[src/verilog/ddr2_pin_params.svh]
// Offsets, field positions and reset values of the DDR2 pin front end.
`ifndef DDR2_PIN_PARAMS_SVH
`define DDR2_PIN_PARAMS_SVH
`define OFS_STATUS 4'h0
`define OFS_CTRL 4'h4
`define OFS_MODE 4'h8
`define OFS_EXT1 4'hC
`define CTRL_X8_BIT 0
`define BA_MODE 2'h0
`define BA_EXT1 2'h1
`define BA_EXT2 2'h2
`define BA_EXT3 2'h3
`define A_PRE_ALL 10
`define EXT1_RTT0 2
`define EXT1_RTT1 6
`define EXT1_DQSN_OFF 10
`define EXT1_RDQS_EN 11
`define BURST_BEATS_DEF 4
`define MODE_RST 13'h0000
`define SYNC_W 25
`endif

[src/verilog/ddr2_pin_pkg.sv]
// Types shared by the DDR2 pin front end and its command decoder.
package ddr2_pin_pkg;
   typedef enum logic [3:0] {
      PWR_ON = 4'h1,
      PWR_PPD = 4'h2,
      PWR_APD = 4'h4,
      PWR_SREF = 4'h8
   } pwr_e;
   typedef enum logic [2:0] {
      CMD_NOP = 3'h0,
      CMD_ACT = 3'h1,
      CMD_RD = 3'h2,
      CMD_WR = 3'h3,
      CMD_PRE = 3'h4,
      CMD_REF = 3'h5,
      CMD_MRS = 3'h6
   } cmd_e;

   // Maps the active-low row, column and write strobes to a command.
   function automatic cmd_e cmd_of(input logic ras_b, input logic cas_b,
                                   input logic we_b);
      cmd_e c;
      c = CMD_NOP;
      unique case ({ras_b, cas_b, we_b})
         3'b011: c = CMD_ACT;
         3'b101: c = CMD_RD;
         3'b100: c = CMD_WR;
         3'b010: c = CMD_PRE;
         3'b001: c = CMD_REF;
         3'b000: c = CMD_MRS;
         default: c = CMD_NOP;
      endcase
      return c;
   endfunction
endpackage

[src/verilog/cmd_if.sv]
// Decoded command carried from the decoder to the pin front end.
`timescale 1ns/1ps
interface cmd_if;
   import ddr2_pin_pkg::*;
   logic valid;
   cmd_e cmd;
   logic [1:0] bank;
   logic [12:0] addr;
   modport src (output valid, output cmd, output bank, output addr);
   modport snk (input valid, input cmd, input bank, input addr);
endinterface

[src/verilog/cmd_decode.sv]
// Command decoder for one sampled clock crossing.
`timescale 1ns/1ps
module cmd_decode
   import ddr2_pin_pkg::*;
(
   input wire logic take_i,
   input wire logic cs_b_i,
   input wire logic ras_b_i,
   input wire logic cas_b_i,
   input wire logic we_b_i,
   input wire logic [1:0] ba_i,
   input wire logic [12:0] addr_i,
   cmd_if.src cmd_o
);
   // A deselected rank sees a no-operation, so nothing downstream moves.
   always_comb begin
      cmd_o.cmd = cmd_of(ras_b_i, cas_b_i, we_b_i);
      cmd_o.valid = take_i && !cs_b_i && (cmd_o.cmd != CMD_NOP);
      cmd_o.bank = ba_i;
      cmd_o.addr = addr_i;
   end
endmodule

[src/verilog/ddr2_pin_front.sv]
// DDR2 command, address and control pin front end with a register slave.
//
// Notes on behaviour
// - Address and control are taken where CK rises and CK# falls.
// - Read beats follow both directions of differential clock crossing.
// - CKE high runs clocks, buffers and drivers; CKE low stops them.
// - CKE low: idle banks give precharge power-down or self refresh.
// - CKE synchronous for entries and power-down exit; self-refresh exit async.
// - Power-down keeps clock, ODT, CKE buffers; self refresh only CKE.
// - Commands are ignored on an edge where CS# is high.
// - Command comes from RAS#, CAS#, WE# with CS#.
// - Registered ODT high enables termination on data, strobe, mask lines.
// - ODT is ignored when the extended mode register disables termination.
// - DM sampled on both DQS edges; masked beats stay unwritten.
// - On x8 the shared pin is write mask or read strobe.
// - Active, Read, Write, single Precharge target the bank-address bank.
// - On mode set, bank address chooses mode or extended register.
// - Active takes row; Read, Write take column plus auto-precharge.
// - Precharge closes selected bank with A10 low, all with A10 high.
// - Mode set loads the op-code from the address inputs.
// - Extended bit A10 drops complementary strobes; A11 adds x8 read strobe.
// - Read strobe is edge aligned; controller centres write strobe.
`timescale 1ns/1ps
`include "ddr2_pin_params.svh"
module ddr2_pin_front
   import ddr2_pin_pkg::*;
#(
   parameter int BURST_BEATS = `BURST_BEATS_DEF,
   parameter bit X8_DEFAULT = 1'b0
)(
   input wire logic clk_i,
   input wire logic rst_b_i,
   input wire logic [3:0] avs_address_i,
   input wire logic avs_read_i,
   input wire logic avs_write_i,
   input wire logic [31:0] avs_writedata_i,
   input wire logic [3:0] avs_byteenable_i,
   output logic [31:0] avs_readdata_o,
   output logic avs_waitrequest_o,
   input wire logic ck_i,
   input wire logic ck_b_i,
   input wire logic cke_i,
   input wire logic cs_b_i,
   input wire logic ras_b_i,
   input wire logic cas_b_i,
   input wire logic we_b_i,
   input wire logic odt_i,
   input wire logic [1:0] ba_i,
   input wire logic [12:0] addr_i,
   input wire logic dm_i,
   input wire logic dqs_i,
   output logic clk_run_o,
   output logic [3:0] pwr_state_o,
   output logic cmd_valid_o,
   output logic [2:0] cmd_code_o,
   output logic [1:0] cmd_bank_o,
   output logic [12:0] row_addr_o,
   output logic [11:0] col_addr_o,
   output logic auto_pre_o,
   output logic [3:0] bank_open_o,
   output logic odt_term_o,
   output logic rd_beat_o,
   output logic dqs_o,
   output logic dqs_oe_b_o,
   output logic dqs_n_oe_b_o,
   output logic rdqs_oe_b_o,
   output logic wr_beat_o,
   output logic wr_keep_o
);
   logic [`SYNC_W-1:0] meta_q;
   logic [`SYNC_W-1:0] sync_q;
   logic ck_s, ckb_s, cke_s, cs_s, ras_s, cas_s, we_s, odt_s, dm_s, dqs_s;
   logic [1:0] ba_s;
   logic [12:0] addr_s;
   logic hi_q, lo_q, dqs_prev_q;
   logic rise, fall, dqs_edge, take;
   cmd_if cmd_bus ();

   // Every pin passes two flops; the first is read only by the second.
   always_ff @(posedge clk_i or negedge rst_b_i) begin
      if (!rst_b_i) begin
         meta_q <= '0;
         sync_q <= '0;
      end else begin
         meta_q <= {ck_i, ck_b_i, cke_i, cs_b_i, ras_b_i, cas_b_i, we_b_i,
                    odt_i, ba_i, addr_i, dm_i, dqs_i};
         sync_q <= meta_q;
      end
   end

   // Unpack the synchronised pins; equal depth keeps them aligned.
   assign {ck_s, ckb_s, cke_s, cs_s, ras_s, cas_s, we_s, odt_s, ba_s,
           addr_s, dm_s, dqs_s} = sync_q;

   // Clock crossing detection in both directions.
   always_ff @(posedge clk_i or negedge rst_b_i) begin
      if (!rst_b_i) begin
         hi_q <= 1'b0;
         lo_q <= 1'b0;
         dqs_prev_q <= 1'b0;
      end else begin
         hi_q <= ck_s && !ckb_s;
         lo_q <= !ck_s && ckb_s;
         dqs_prev_q <= dqs_s;
      end
   end
   assign rise = ck_s && !ckb_s && !hi_q;
   assign fall = !ck_s && ckb_s && !lo_q;
   assign dqs_edge = dqs_s != dqs_prev_q;

   // Register bus and software-visible state.
   logic wait_q, wait_d;
   logic [31:0] rdata_q, rdata_d;
   logic x8_q, x8_d;
   logic [12:0] mr_q, mr_d, emr1_q, emr1_d, emr2_q, emr2_d, emr3_q, emr3_d;
   pwr_e pwr_q, pwr_d;
   logic [3:0] open_q, open_d;
   logic run_q, run_d;

   // Power states: no command runs unless this edge sees CKE high and the power state is on.
   assign take = rise && cke_s && (pwr_q == PWR_ON);

   cmd_decode u_dec (
      .take_i(take),
      .cs_b_i(cs_s),
      .ras_b_i(ras_s),
      .cas_b_i(cas_s),
      .we_b_i(we_s),
      .ba_i(ba_s),
      .addr_i(addr_s),
      .cmd_o(cmd_bus)
   );

   // Power-down is entered and left on a clock crossing; self refresh
   // is left as soon as CKE is seen high, since the clock may be stopped.
   always_comb begin
      pwr_d = pwr_q;
      unique case (pwr_q)
         PWR_ON: begin
            if (rise && !cke_s) begin
               if (!cs_s && cmd_of(ras_s, cas_s, we_s) == CMD_REF &&
                   open_q == 4'h0) begin
                  pwr_d = PWR_SREF;
               end else if (open_q != 4'h0) begin
                  pwr_d = PWR_APD;
               end else begin
                  pwr_d = PWR_PPD;
               end
            end
         end
         PWR_PPD, PWR_APD: begin
            if (rise && cke_s) begin
               pwr_d = PWR_ON;
            end
         end
         PWR_SREF: begin
            if (cke_s) begin
               pwr_d = PWR_ON;
            end
         end
      endcase
      run_d = pwr_d == PWR_ON;
   end

   // Bank state and mode registers follow executed commands only.
   always_comb begin
      open_d = open_q;
      mr_d = mr_q;
      emr1_d = emr1_q;
      emr2_d = emr2_q;
      emr3_d = emr3_q;
      if (cmd_bus.valid) begin
         unique case (cmd_bus.cmd)
            CMD_ACT: open_d[cmd_bus.bank] = 1'b1;
            CMD_RD, CMD_WR: begin
               if (cmd_bus.addr[`A_PRE_ALL]) begin
                  open_d[cmd_bus.bank] = 1'b0;
               end
            end
            CMD_PRE: begin
               if (cmd_bus.addr[`A_PRE_ALL]) begin
                  open_d = 4'h0;
               end else begin
                  open_d[cmd_bus.bank] = 1'b0;
               end
            end
            CMD_MRS: begin
               unique case (cmd_bus.bank)
                  `BA_MODE: mr_d = cmd_bus.addr;
                  `BA_EXT1: emr1_d = cmd_bus.addr;
                  `BA_EXT2: emr2_d = cmd_bus.addr;
                  `BA_EXT3: emr3_d = cmd_bus.addr;
               endcase
            end
            default: open_d = open_q;
         endcase
      end
   end

   // Avalon slave: one wait cycle, then the answer with waitrequest low.
   always_comb begin
      wait_d = 1'b1;
      rdata_d = rdata_q;
      x8_d = x8_q;
      if ((avs_read_i || avs_write_i) && wait_q) begin
         wait_d = 1'b0;
         rdata_d = 32'h0000_0000;
         if (avs_read_i) begin
            unique case (avs_address_i)
               `OFS_STATUS: rdata_d = {24'h00_0000, open_q, pwr_q};
               `OFS_CTRL: rdata_d = {31'h0000_0000, x8_q};
               `OFS_MODE: rdata_d = {19'h0_0000, mr_q};
               `OFS_EXT1: rdata_d = {19'h0_0000, emr1_q};
               default: rdata_d = 32'h0000_0000;
            endcase
         end
      end
      if (avs_write_i && !wait_q && avs_address_i == `OFS_CTRL &&
          avs_byteenable_i[0]) begin
         x8_d = avs_writedata_i[`CTRL_X8_BIT];
      end
   end

   always_ff @(posedge clk_i or negedge rst_b_i) begin
      if (!rst_b_i) begin
         wait_q <= 1'b1;
         rdata_q <= 32'h0000_0000;
         x8_q <= X8_DEFAULT;
         pwr_q <= PWR_ON;
         run_q <= 1'b1;
         open_q <= 4'h0;
         mr_q <= `MODE_RST;
         emr1_q <= `MODE_RST;
         emr2_q <= `MODE_RST;
         emr3_q <= `MODE_RST;
      end else begin
         wait_q <= wait_d;
         rdata_q <= rdata_d;
         x8_q <= x8_d;
         pwr_q <= pwr_d;
         run_q <= run_d;
         open_q <= open_d;
         mr_q <= mr_d;
         emr1_q <= emr1_d;
         emr2_q <= emr2_d;
         emr3_q <= emr3_d;
      end
   end

   // Command capture, termination and the two data-path burst counters.
   logic cv_q, cv_d, ap_q, ap_d, term_q, term_d, rtt_on, mask_on;
   logic [2:0] code_q, code_d;
   logic [1:0] bank_q, bank_d;
   logic [12:0] row_q, row_d;
   logic [11:0] col_q, col_d;
   logic [3:0] rd_left_q, rd_left_d, wr_left_q, wr_left_d;
   logic rbeat_q, rbeat_d, dqs_q, dqs_d, oe_b_q, oe_b_d;
   logic noe_b_q, noe_b_d, roe_b_q, roe_b_d;
   logic wbeat_q, wbeat_d, keep_q, keep_d;

   assign rtt_on = emr1_q[`EXT1_RTT0] || emr1_q[`EXT1_RTT1];
   assign mask_on = !(x8_q && emr1_q[`EXT1_RDQS_EN]);

   // Burst counts assume CKE stays high through the access; a power-down
   // mid-burst clears the read counter and leaves the write counter holding.
   always_comb begin
      cv_d = cmd_bus.valid;
      code_d = code_q;
      bank_d = bank_q;
      row_d = row_q;
      col_d = col_q;
      ap_d = ap_q;
      rd_left_d = rd_left_q;
      wr_left_d = wr_left_q;
      rbeat_d = 1'b0;
      dqs_d = dqs_q;
      wbeat_d = 1'b0;
      keep_d = keep_q;
      term_d = term_q;
      if (cmd_bus.valid) begin
         code_d = cmd_bus.cmd;
         bank_d = cmd_bus.bank;
         if (cmd_bus.cmd == CMD_ACT) begin
            row_d = cmd_bus.addr;
         end
         if (cmd_bus.cmd == CMD_RD || cmd_bus.cmd == CMD_WR) begin
            col_d = {cmd_bus.addr[12:11], cmd_bus.addr[9:0]};
            ap_d = cmd_bus.addr[`A_PRE_ALL];
         end
      end
      if (rise && (pwr_q != PWR_SREF)) begin
         term_d = odt_s && rtt_on;
      end
      if (pwr_q == PWR_SREF || !rtt_on) begin
         term_d = 1'b0;
      end
      if (pwr_q == PWR_ON && (rise || fall) && rd_left_q != 4'h0) begin
         rbeat_d = 1'b1;
         dqs_d = !dqs_q;
         rd_left_d = rd_left_q - 4'h1;
      end
      if (pwr_q == PWR_ON && dqs_edge && wr_left_q != 4'h0) begin
         wbeat_d = 1'b1;
         keep_d = !(dm_s && mask_on);
         wr_left_d = wr_left_q - 4'h1;
      end
      if (cmd_bus.valid && cmd_bus.cmd == CMD_RD) begin
         rd_left_d = 4'(BURST_BEATS);
         dqs_d = 1'b0;
      end
      if (cmd_bus.valid && cmd_bus.cmd == CMD_WR) begin
         wr_left_d = 4'(BURST_BEATS);
      end
      if (pwr_d != PWR_ON) begin
         rd_left_d = 4'h0;
      end
      oe_b_d = !(rd_left_d != 4'h0 || rbeat_d);
      noe_b_d = oe_b_d || emr1_q[`EXT1_DQSN_OFF];
      roe_b_d = oe_b_d || mask_on;
   end

   always_ff @(posedge clk_i or negedge rst_b_i) begin
      if (!rst_b_i) begin
         cv_q <= 1'b0;
         code_q <= 3'h0;
         bank_q <= 2'h0;
         row_q <= 13'h0000;
         col_q <= 12'h000;
         ap_q <= 1'b0;
         term_q <= 1'b0;
         rd_left_q <= 4'h0;
         wr_left_q <= 4'h0;
         rbeat_q <= 1'b0;
         dqs_q <= 1'b0;
         oe_b_q <= 1'b1;
         noe_b_q <= 1'b1;
         roe_b_q <= 1'b1;
         wbeat_q <= 1'b0;
         keep_q <= 1'b0;
      end else begin
         cv_q <= cv_d;
         code_q <= code_d;
         bank_q <= bank_d;
         row_q <= row_d;
         col_q <= col_d;
         ap_q <= ap_d;
         term_q <= term_d;
         rd_left_q <= rd_left_d;
         wr_left_q <= wr_left_d;
         rbeat_q <= rbeat_d;
         dqs_q <= dqs_d;
         oe_b_q <= oe_b_d;
         noe_b_q <= noe_b_d;
         roe_b_q <= roe_b_d;
         wbeat_q <= wbeat_d;
         keep_q <= keep_d;
      end
   end

   // All outputs come straight from flops.
   assign avs_readdata_o = rdata_q;
   assign avs_waitrequest_o = wait_q;
   assign clk_run_o = run_q;
   assign pwr_state_o = pwr_q;
   assign cmd_valid_o = cv_q;
   assign cmd_code_o = code_q;
   assign cmd_bank_o = bank_q;
   assign row_addr_o = row_q;
   assign col_addr_o = col_q;
   assign auto_pre_o = ap_q;
   assign bank_open_o = open_q;
   assign odt_term_o = term_q;
   assign rd_beat_o = rbeat_q;
   assign dqs_o = dqs_q;
   assign dqs_oe_b_o = oe_b_q;
   assign dqs_n_oe_b_o = noe_b_q;
   assign rdqs_oe_b_o = roe_b_q;
   assign wr_beat_o = wbeat_q;
   assign wr_keep_o = keep_q;
endmodule

[config.mk]
export PLATFORM = sky130hd
export DESIGN_NAME = ddr2_pin_front
export DESIGN_NICKNAME = d
export VERILOG_FILES = /design/src/verilog/ddr2_pin_pkg.sv /design/src/verilog/cmd_if.sv /design/src/verilog/cmd_decode.sv /design/src/verilog/ddr2_pin_front.sv
export VERILOG_INCLUDE_DIRS = /design/src /design/src/verilog
export SDC_FILE = /design/constraint.sdc
export NUM_CORES = 1
export LEC_CHECK = 0
export ABC_AREA = 1
export BUFFER_PORTS_ARGS = -buffer_cell sky130_fd_sc_hd__buf_2
export CORE_MARGIN = 8
export CORE_UTILIZATION = 52
export DETAILED_ROUTE_END_ITERATION = 12
export PLACE_DENSITY = 0.78
export SETUP_SLACK_MARGIN = 0.05
export SLEW_MARGIN = 0
export SYNTH_ARGS = -nofsm -noshare
export SYNTH_HDL_FRONTEND = slang
export SYNTH_SLANG_ARGS = --single-unit
[constraint.sdc]
create_clock -name clk_i -period 2.1 [get_ports clk_i]
set_clock_uncertainty 0.1 [all_clocks]
set_input_delay 0 -clock clk_i [delete_from_list [all_inputs] [get_ports clk_i]]
set_output_delay 0 -clock clk_i [all_outputs]
set_load 0.02 [all_outputs]
==> run summary, run 1 <==
HPWL after detailed placement: 9640 µm
Register-to-register path setup slack: 0.11 ns
Post-synth ARST share: 100%
Combinational share of power: 19.8%
Final net count: 801
Die area: 14,800 µm²
Initial antenna violation count: 0
Die Y: 122 µm
Final setup viols: 0
Fillers: 762
PnR worst setup slack: 0.112 ns
Maximum vdd drop: 0.711 mV
Max Fclk: 0.503 GHz
Cell at the root of the clock tree: clkbuf_8
Arrival @ worst endpoint: 2.30 ns
Max transition margin: 64.5%
Net Switching: 2.47 mW
Pre-CTS setup slack: 0.0208 ns
Clk slew on worst S/H paths: 0.07 ns
Crit end category: flop
Worst Reg-to-Reg Cells: 8
Power Density: 1030 nW/µm²
Post-synth EDFFs: 0
Hold Vio Cnt, Final: 0
GRT Util Overall: 19.7%
Worst hold stages: 2
H-tree depth: 4
Via-to-Cell Ratio: 5.15
Leakage: 3.90 nW
Initial core utilization: 53.4%
Synthesized instance count: 562
Worst hold path class: in -> reg
CTS Buf Count: 17
Hold path startpoint: ras_b_i
Skew-Pair Late Insertion Delay: 0.52 ns
Core footprint: 10,800 µm²
Slew Limit Fails: 0
Net Sw Frac: 31.5%
Crit path time final: 1.99 ns
DR pass1 iterations: 5
Remaining DRCs: 0
GRT overflow: 0
IO Count: 151
Sequential power share: 42.8%
Critical path class: reg -> reg
# diodes: 0
Syn avg cell area: 10.3 µm²
Routed len/inst: 15.8 µm
Max Root-Sink Buffers: 2
Num rows: 38
Synth Flop Type: dfrtp_1
CTS tree: built
Number of global-route vias before repair: 4,638
Outcome: finished, final reports clean
CP Launch Type: flop
Clk network pwr share: 37.4%
Share of post-route cells with drive strength above 1: 26.0%
Worst path required time: 2.41 ns
Final wirelength: 13,900 µm
Cell Int Power: 5.38 mW
Area grow syn2layout: 31.5%
Initial drt markers: 322
Worst Setup SP: pwr_state_o[0]
Port bufs: 97
Max-cap viol count: 0
Pwr Total: 7.86 mW
Worst Hold Path EP: meta_q[20]
Reg2reg end: mr_q[4]
RR Startpoint: pwr_state_o[0]
Period utilization: 94.7%
Clk sink count: 151
Ys Warns: 0
Syn Std Cell Area: 5790 µm²
Sequential area share after synthesis: 65.4%
RSZ-0062 raised after global routing: yes
Horiz. Die Dim: 122 µm
Slew @ Worst Pin: 0.533 ns
Routed via count: 4,546
Post-synth cell types: 36
Final ANT Viol Nets: 0
Critical path fanouts, max: 26
Largest net degree at the start of global routing: 59
#FFs+latches synth: 151
Placer's final routability congestion estimate: 0.906
First-pass GRT wire length: 23,000 µm
-- synth_stat cells, types with 3 or more instances --
master    number  area share (%)
buf_4         19             2.5
nand4_1        4            0.43
dfstp_2        6             2.7
a31oi_1        3            0.32
o21ai_0       47             4.1
buf_2          5            0.43
nand3_1       22             1.9
o21ai_1       29             2.5
clkbuf_1       7            0.45
dfrtp_1      145              63
inv_1         57             3.7
nor3_1         8            0.69
nor2_1        28             1.8
a22o_1         8             1.2
nand2_1      122             7.9
inv_2          3            0.19
a21oi_1       20             1.7
a221oi_1       4            0.60
xor2_1         3            0.45
-- per-stage QoR --
step | TNS (ns) | utilization, % | instances | hold slack [ns] | instance area, µm²
floorplan | 0 | - | 580 | -0.396 | 5860
global placement | 0 | 60.2 | 807 | -0.103 | 6530
detailed placement | 0 | 60.2 | 807 | -0.0927 | 6530
CTS | 0 | 69.3 | 880 | 0.00150 | 7520
global route | -0.00900 | 70.2 | 883 | 0.00530 | 7610
finish | 0 | 70.2 | 883 | 0.0145 | 7610
-- repair_timing --
action / 4_1_cts / 5_1_grt
pin swaps: 1 / 4
endpoints found under the setup margin: 16 / 51
endpoints found under the hold margin: 189 / 1
hold buffers: 40 / 1
gates resized for setup: 2 / 23
buffers inserted: 1 / 2
-- worst max-delay path: stages (launching register included) --
cell,delay (ns)
dfstp_2,0.57
nand4_1,0.23
nor3_4,0.24
inv_2,0.10
nor4_4,0.21
nand2_2,0.10
buf_12,0.18
nand2_1,0.08
o21ai_1,0.06
-- worst max path at each step --
| stage | endpoint | slack, ns | cells after the start |
|---|---|---|---|
| after global placement | dqs_n_oe_b_o | 0.08 | 8 |
| after detailed placement | rd_left_q[1] | 0.02 | 10 |
| final | mr_q[4] | 0.11 | 8 |
| after global routing | rd_left_q[1] | -0.004 | 10 |
| after CTS | emr1_q[7] | 0.03 | 7 |
| after floorplan | emr1_q[10] | 0.18 | 9 |
-- power groups by stage --
stage	Combinational, mW	Clock, mW	Sequential [mW]
2_1_floorplan	0.616	0	3.62
3_3_place_gp	1.34	0	3.40
3_5_place_dp	1.39	0	3.41
4_1_cts	1.47	2.97	3.36
5_1_grt	1.71	3.11	3.39
6_report	1.55	2.94	3.36
-- cell families (layout without fill, tap and decap cells) --
| kind of cell | after synthesis | count (layout) | share of synthesized area (%) |
|---|---|---|---|
| AOI/OAI and AO/OA | 116 | 116 | 11.1 |
| xor gates and xnor gates | 4 | 4 | 0.605 |
| adders and majority gates | 2 | 2 | 0.432 |
| buffers and inverters | 91 | 254 | 7.24 |
| DFF | 151 | 151 | 65.4 |
| muxes | 1 | 1 | 0.194 |
| other | 1 | 19 | 0.0648 |
| and+or+nand+nor | 196 | 196 | 14.9 |
-- metal layers --
| layer | global-route usage, % | wire length [µm] |
|---|---|---|
| met1 | 24.9 | 5810 |
| met5 | 0 | 0 |
| met4 | 7.32 | 285 |
| met3 | 5.21 | 1070 |
| met2 | 32.1 | 6770 |
-- area by class of cell --
class / count / area, µm² / share of cell area [%]
Multi-Input combinational cell: 338 / 1730 / 22.7
Clock buffer: 17 / 414 / 5.44
Tap cell: 140 / 175 / 2.30
Inverter: 60 / 225 / 2.96
Timing Repair Buffer: 162 / 1120 / 14.8
Sequential cell: 151 / 3790 / 49.7
Clock inverter: 15 / 160 / 2.10
-- layout by cell type, fill, tap and decap left out, drive strengths merged --
cell type    Yosys  routed
a211oi           1       1
a21o             1       1
a21oi           20      20
a221oi           4       4
a22o             8       8
a31oi            3       3
buf             24     121
bufinv           0       1
clkbuf           7      17
clkinv           0       4
clkinvlp         0       1
conb             1      19
dfrtp          145     145
dfstp            6       6
dlygate4sd3      0      41
ha               2       2
inv             60      69
mux2             1       1
nand2          124     124
nand3           23      23
nand3b           2       2
nand4            4       4
nor2            31      31
nor3            11      11
nor4             1       1
o21a             1       1
o21ai           76      76
o21bai           1       1
o31ai            1       1
xnor2            1       1
xor2             3       3
-- flip-flops by register name, summed over array words and instances, names as in the netlist, 2 cells and up --
name and count:
meta_q 25, sync_q 25, avs_readdata_o 13, emr1_q 13, mr_q 13, row_addr_o 13, col_addr_o 12, bank_open_o 4
pwr_state_o 4, rd_left_q 4, wr_left_q 4, cmd_code_o 3, cmd_bank_o 2
Note: power is estimated with default switching activity, not from simulation.
==> run 2, diff against run 1 <==
--- a/config.mk
+++ b/config.mk
@@ -11,9 +11,9 @@
 export CORE_MARGIN = 8
 export CORE_UTILIZATION = 52
 export DETAILED_ROUTE_END_ITERATION = 12
+export HOLD_SLACK_MARGIN = 0.06
 export PLACE_DENSITY = 0.78
 export SETUP_SLACK_MARGIN = 0.05
-export SLEW_MARGIN = 0
 export SYNTH_ARGS = -nofsm -noshare
 export SYNTH_HDL_FRONTEND = slang
 export SYNTH_SLANG_ARGS = --single-unit
==> run summary, run 2 (synthesis results as in run 1) <==
CTS tree: built
Placer's final routability congestion estimate: 0.906 (unchanged)
RSZ-0062 raised after global routing: yes
Initial drt markers: 336 (+4.3%)
Max transition margin: 63.8% (-0.64 points)
CP Launch Type: flop
Die area: 14,800 µm² (unchanged)
RR Startpoint: pwr_state_o[0]
Number of global-route vias before repair: 4,781 (+3.1%)
Initial core utilization: 53.4% (unchanged)
Cell at the root of the clock tree: clkbuf_8
Register-to-register path setup slack: 0.11 ns (about the same)
Pwr Total: 7.91 mW (+0.71%)
Final ANT Viol Nets: 0 (unchanged)
Final setup viols: 0 (unchanged)
Net Switching: 2.50 mW (+1.1%)
Hold Vio Cnt, Final: 0 (unchanged)
Area grow syn2layout: 34.9%
Reg2reg end: mr_q[2]
Max Root-Sink Buffers: 2 (unchanged)
Combinational share of power: 20.2% (+0.4 points)
Outcome: finished, final reports clean
GRT overflow: 0 (unchanged)
Routed len/inst: 16.1 µm (+2.1%)
Remaining DRCs: 0 (unchanged)
Highest-count cells in the layout ignoring fill and taps: dfrtp_1 (144), nand2_1 (121), buf_2 (96)
Sequential power share: 42.6% (-0.2 points)
Worst hold path class: in -> reg
Fin Setup TNS: 0 ns (unchanged)
Max-cap viol count: 0 (unchanged)
Biggest regs: meta_q x25, sync_q x25
Arrival @ worst endpoint: 2.29 ns (about the same)
Fin util: 72.1% (+1.8 points)
GRT Util Overall: 20.3% (+0.63 points)
Final wirelength: 14,500 µm (+4.4%)
Num rows: 38 (unchanged)
Placed cells: 807 (unchanged)
Clk sink count: 151 (unchanged)
Net Sw Frac: 31.6% (+0.13 points)
Final net count: 821 (+2.5%)
Initial antenna violation count: 0 (unchanged)
Routed via count: 4,654 (+2.4%)
Slew @ Worst Pin: 0.542 ns (+0.00967 ns)
CTS Buf Count: 17 (unchanged)
Slew Limit Fails: 0 (unchanged)
Cell Int Power: 5.41 mW (+0.51%)
Crit path time final: 1.99 ns (+0.00441 ns)
# diodes: 0 (unchanged)
Power Density: 1010 nW/µm² (-1.8%)
Via-to-Cell Ratio: 5.15 (+0.11%)
Horiz. Die Dim: 122 µm (unchanged)
Share of post-route cells with drive strength above 1: 24.8% (-1.2 points)
Most common cell after layout, fill and taps aside: dfrtp_1
Critical path class: reg -> reg
Max Fclk: 0.502 GHz (-0.22%)
Worst hold stages: 7 (+5)
Leakage: 3.99 nW (+2.4%)
Worst path required time: 2.40 ns (about the same)
First-pass GRT wire length: 23,600 µm (+2.9%)
Die Y: 122 µm (unchanged)
Period utilization: 94.9% (+0.21 points)
Clk slew on worst S/H paths: 0.07 ns (about the same)
Hold path startpoint: avs_address_i[1]
Critical path fanouts, max: 26 (unchanged)
Port bufs: 97 (unchanged)
Skew-Pair Late Insertion Delay: 0.52 ns (about the same)
Worst Reg-to-Reg Cells: 8 (unchanged)
IO Count: 151 (unchanged)
H-tree depth: 4 (unchanged)
Layout Cells excl Fill: 903 (+2.3%)
Clk network pwr share: 37.2% (-0.2 points)
DR pass1 iterations: 5 (unchanged)
Largest net degree at the start of global routing: 59 (unchanged)
Maximum vdd drop: 0.693 mV (-2.6%)
Worst Hold Path EP: avs_readdata_o[5]
HPWL after detailed placement: 9640 µm (unchanged)
Core footprint: 10,800 µm² (unchanged)
Crit end category: flop
-- run 2: power by group through the flow --
stage | registers (mW) | logic [mW] | clock network, mW
4_1_cts | 3.36 | 1.50 | 2.97
6_report | 3.37 | 1.60 | 2.95
3_3_place_gp | 3.40 | 1.34 | 0
5_1_grt | 3.40 | 1.76 | 3.11
2_1_floorplan | 3.62 | 0.616 | 0
3_5_place_dp | 3.41 | 1.39 | 0
-- run 2: worst max-delay path by stage --
stage	from	to	cells after the start
floorplan	pwr_state_o[3]	emr1_q[10]	9
global placement	pwr_state_o[0]	dqs_n_oe_b_o	8
detailed placement	pwr_state_o[0]	rd_left_q[1]	10
CTS	pwr_state_o[0]	emr1_q[7]	7
global route	pwr_state_o[1]	rd_left_q[1]	10
finish	pwr_state_o[0]	mr_q[2]	8
-- run 2: timing repair --
item                       CTS  global route
gates resized for setup      2            18
setup buffers                1             2
setup endpoints to repair   16            51
pin swaps                    1             3
hold buffers                61             0
hold endpoints to repair   190             0
-- run 2: final cells by class --
class / instances / area (µm²)
inverter: 60 / 225
sequential: 151 / 3790
tap: 140 / 175
clock inverter: 15 / 160
timing repair buffer: 182 / 1320
fill: 730 / 3030
clock buffer: 17 / 414
multi-input combinational: 338 / 1730
-- run 2: per-stage QoR --
step / setup WS (ns) / cell area, µm² / hold slack (ns)
2_1_floorplan: 0.183 / 5860 / -0.396
3_3_place_gp: 0.0797 / 6530 / -0.103
3_5_place_dp: 0.0208 / 6530 / -0.0927
4_1_cts: 0.0306 / 7730 / 0.0937
5_1_grt: -0.0192 / 7810 / 0.152
6_report: 0.108 / 7810 / 0.102
-- run 2: metal layers --
| layer | part of all wire [%] | vias up | global-route usage [%] |
|---|---|---|---|
| met3 | 7.8 | 20 | 5.21 |
| met1 | 41 | 2272 | 25.2 |
| met5 | 0 | - | 0 |
| met4 | 1.8 | 0 | 7.17 |
| li1 | - | 2166 | - |
| met2 | 49 | 196 | 33.9 |
-- run 2: critical path, stage by stage, from the launching register on --
cell,delay (ns)
dfstp_2,0.58
nand4_1,0.21
nor3_4,0.23
inv_2,0.10
nor4_4,0.20
nand2_2,0.10
buf_12,0.17
nand2_1,0.08
o21ai_1,0.08
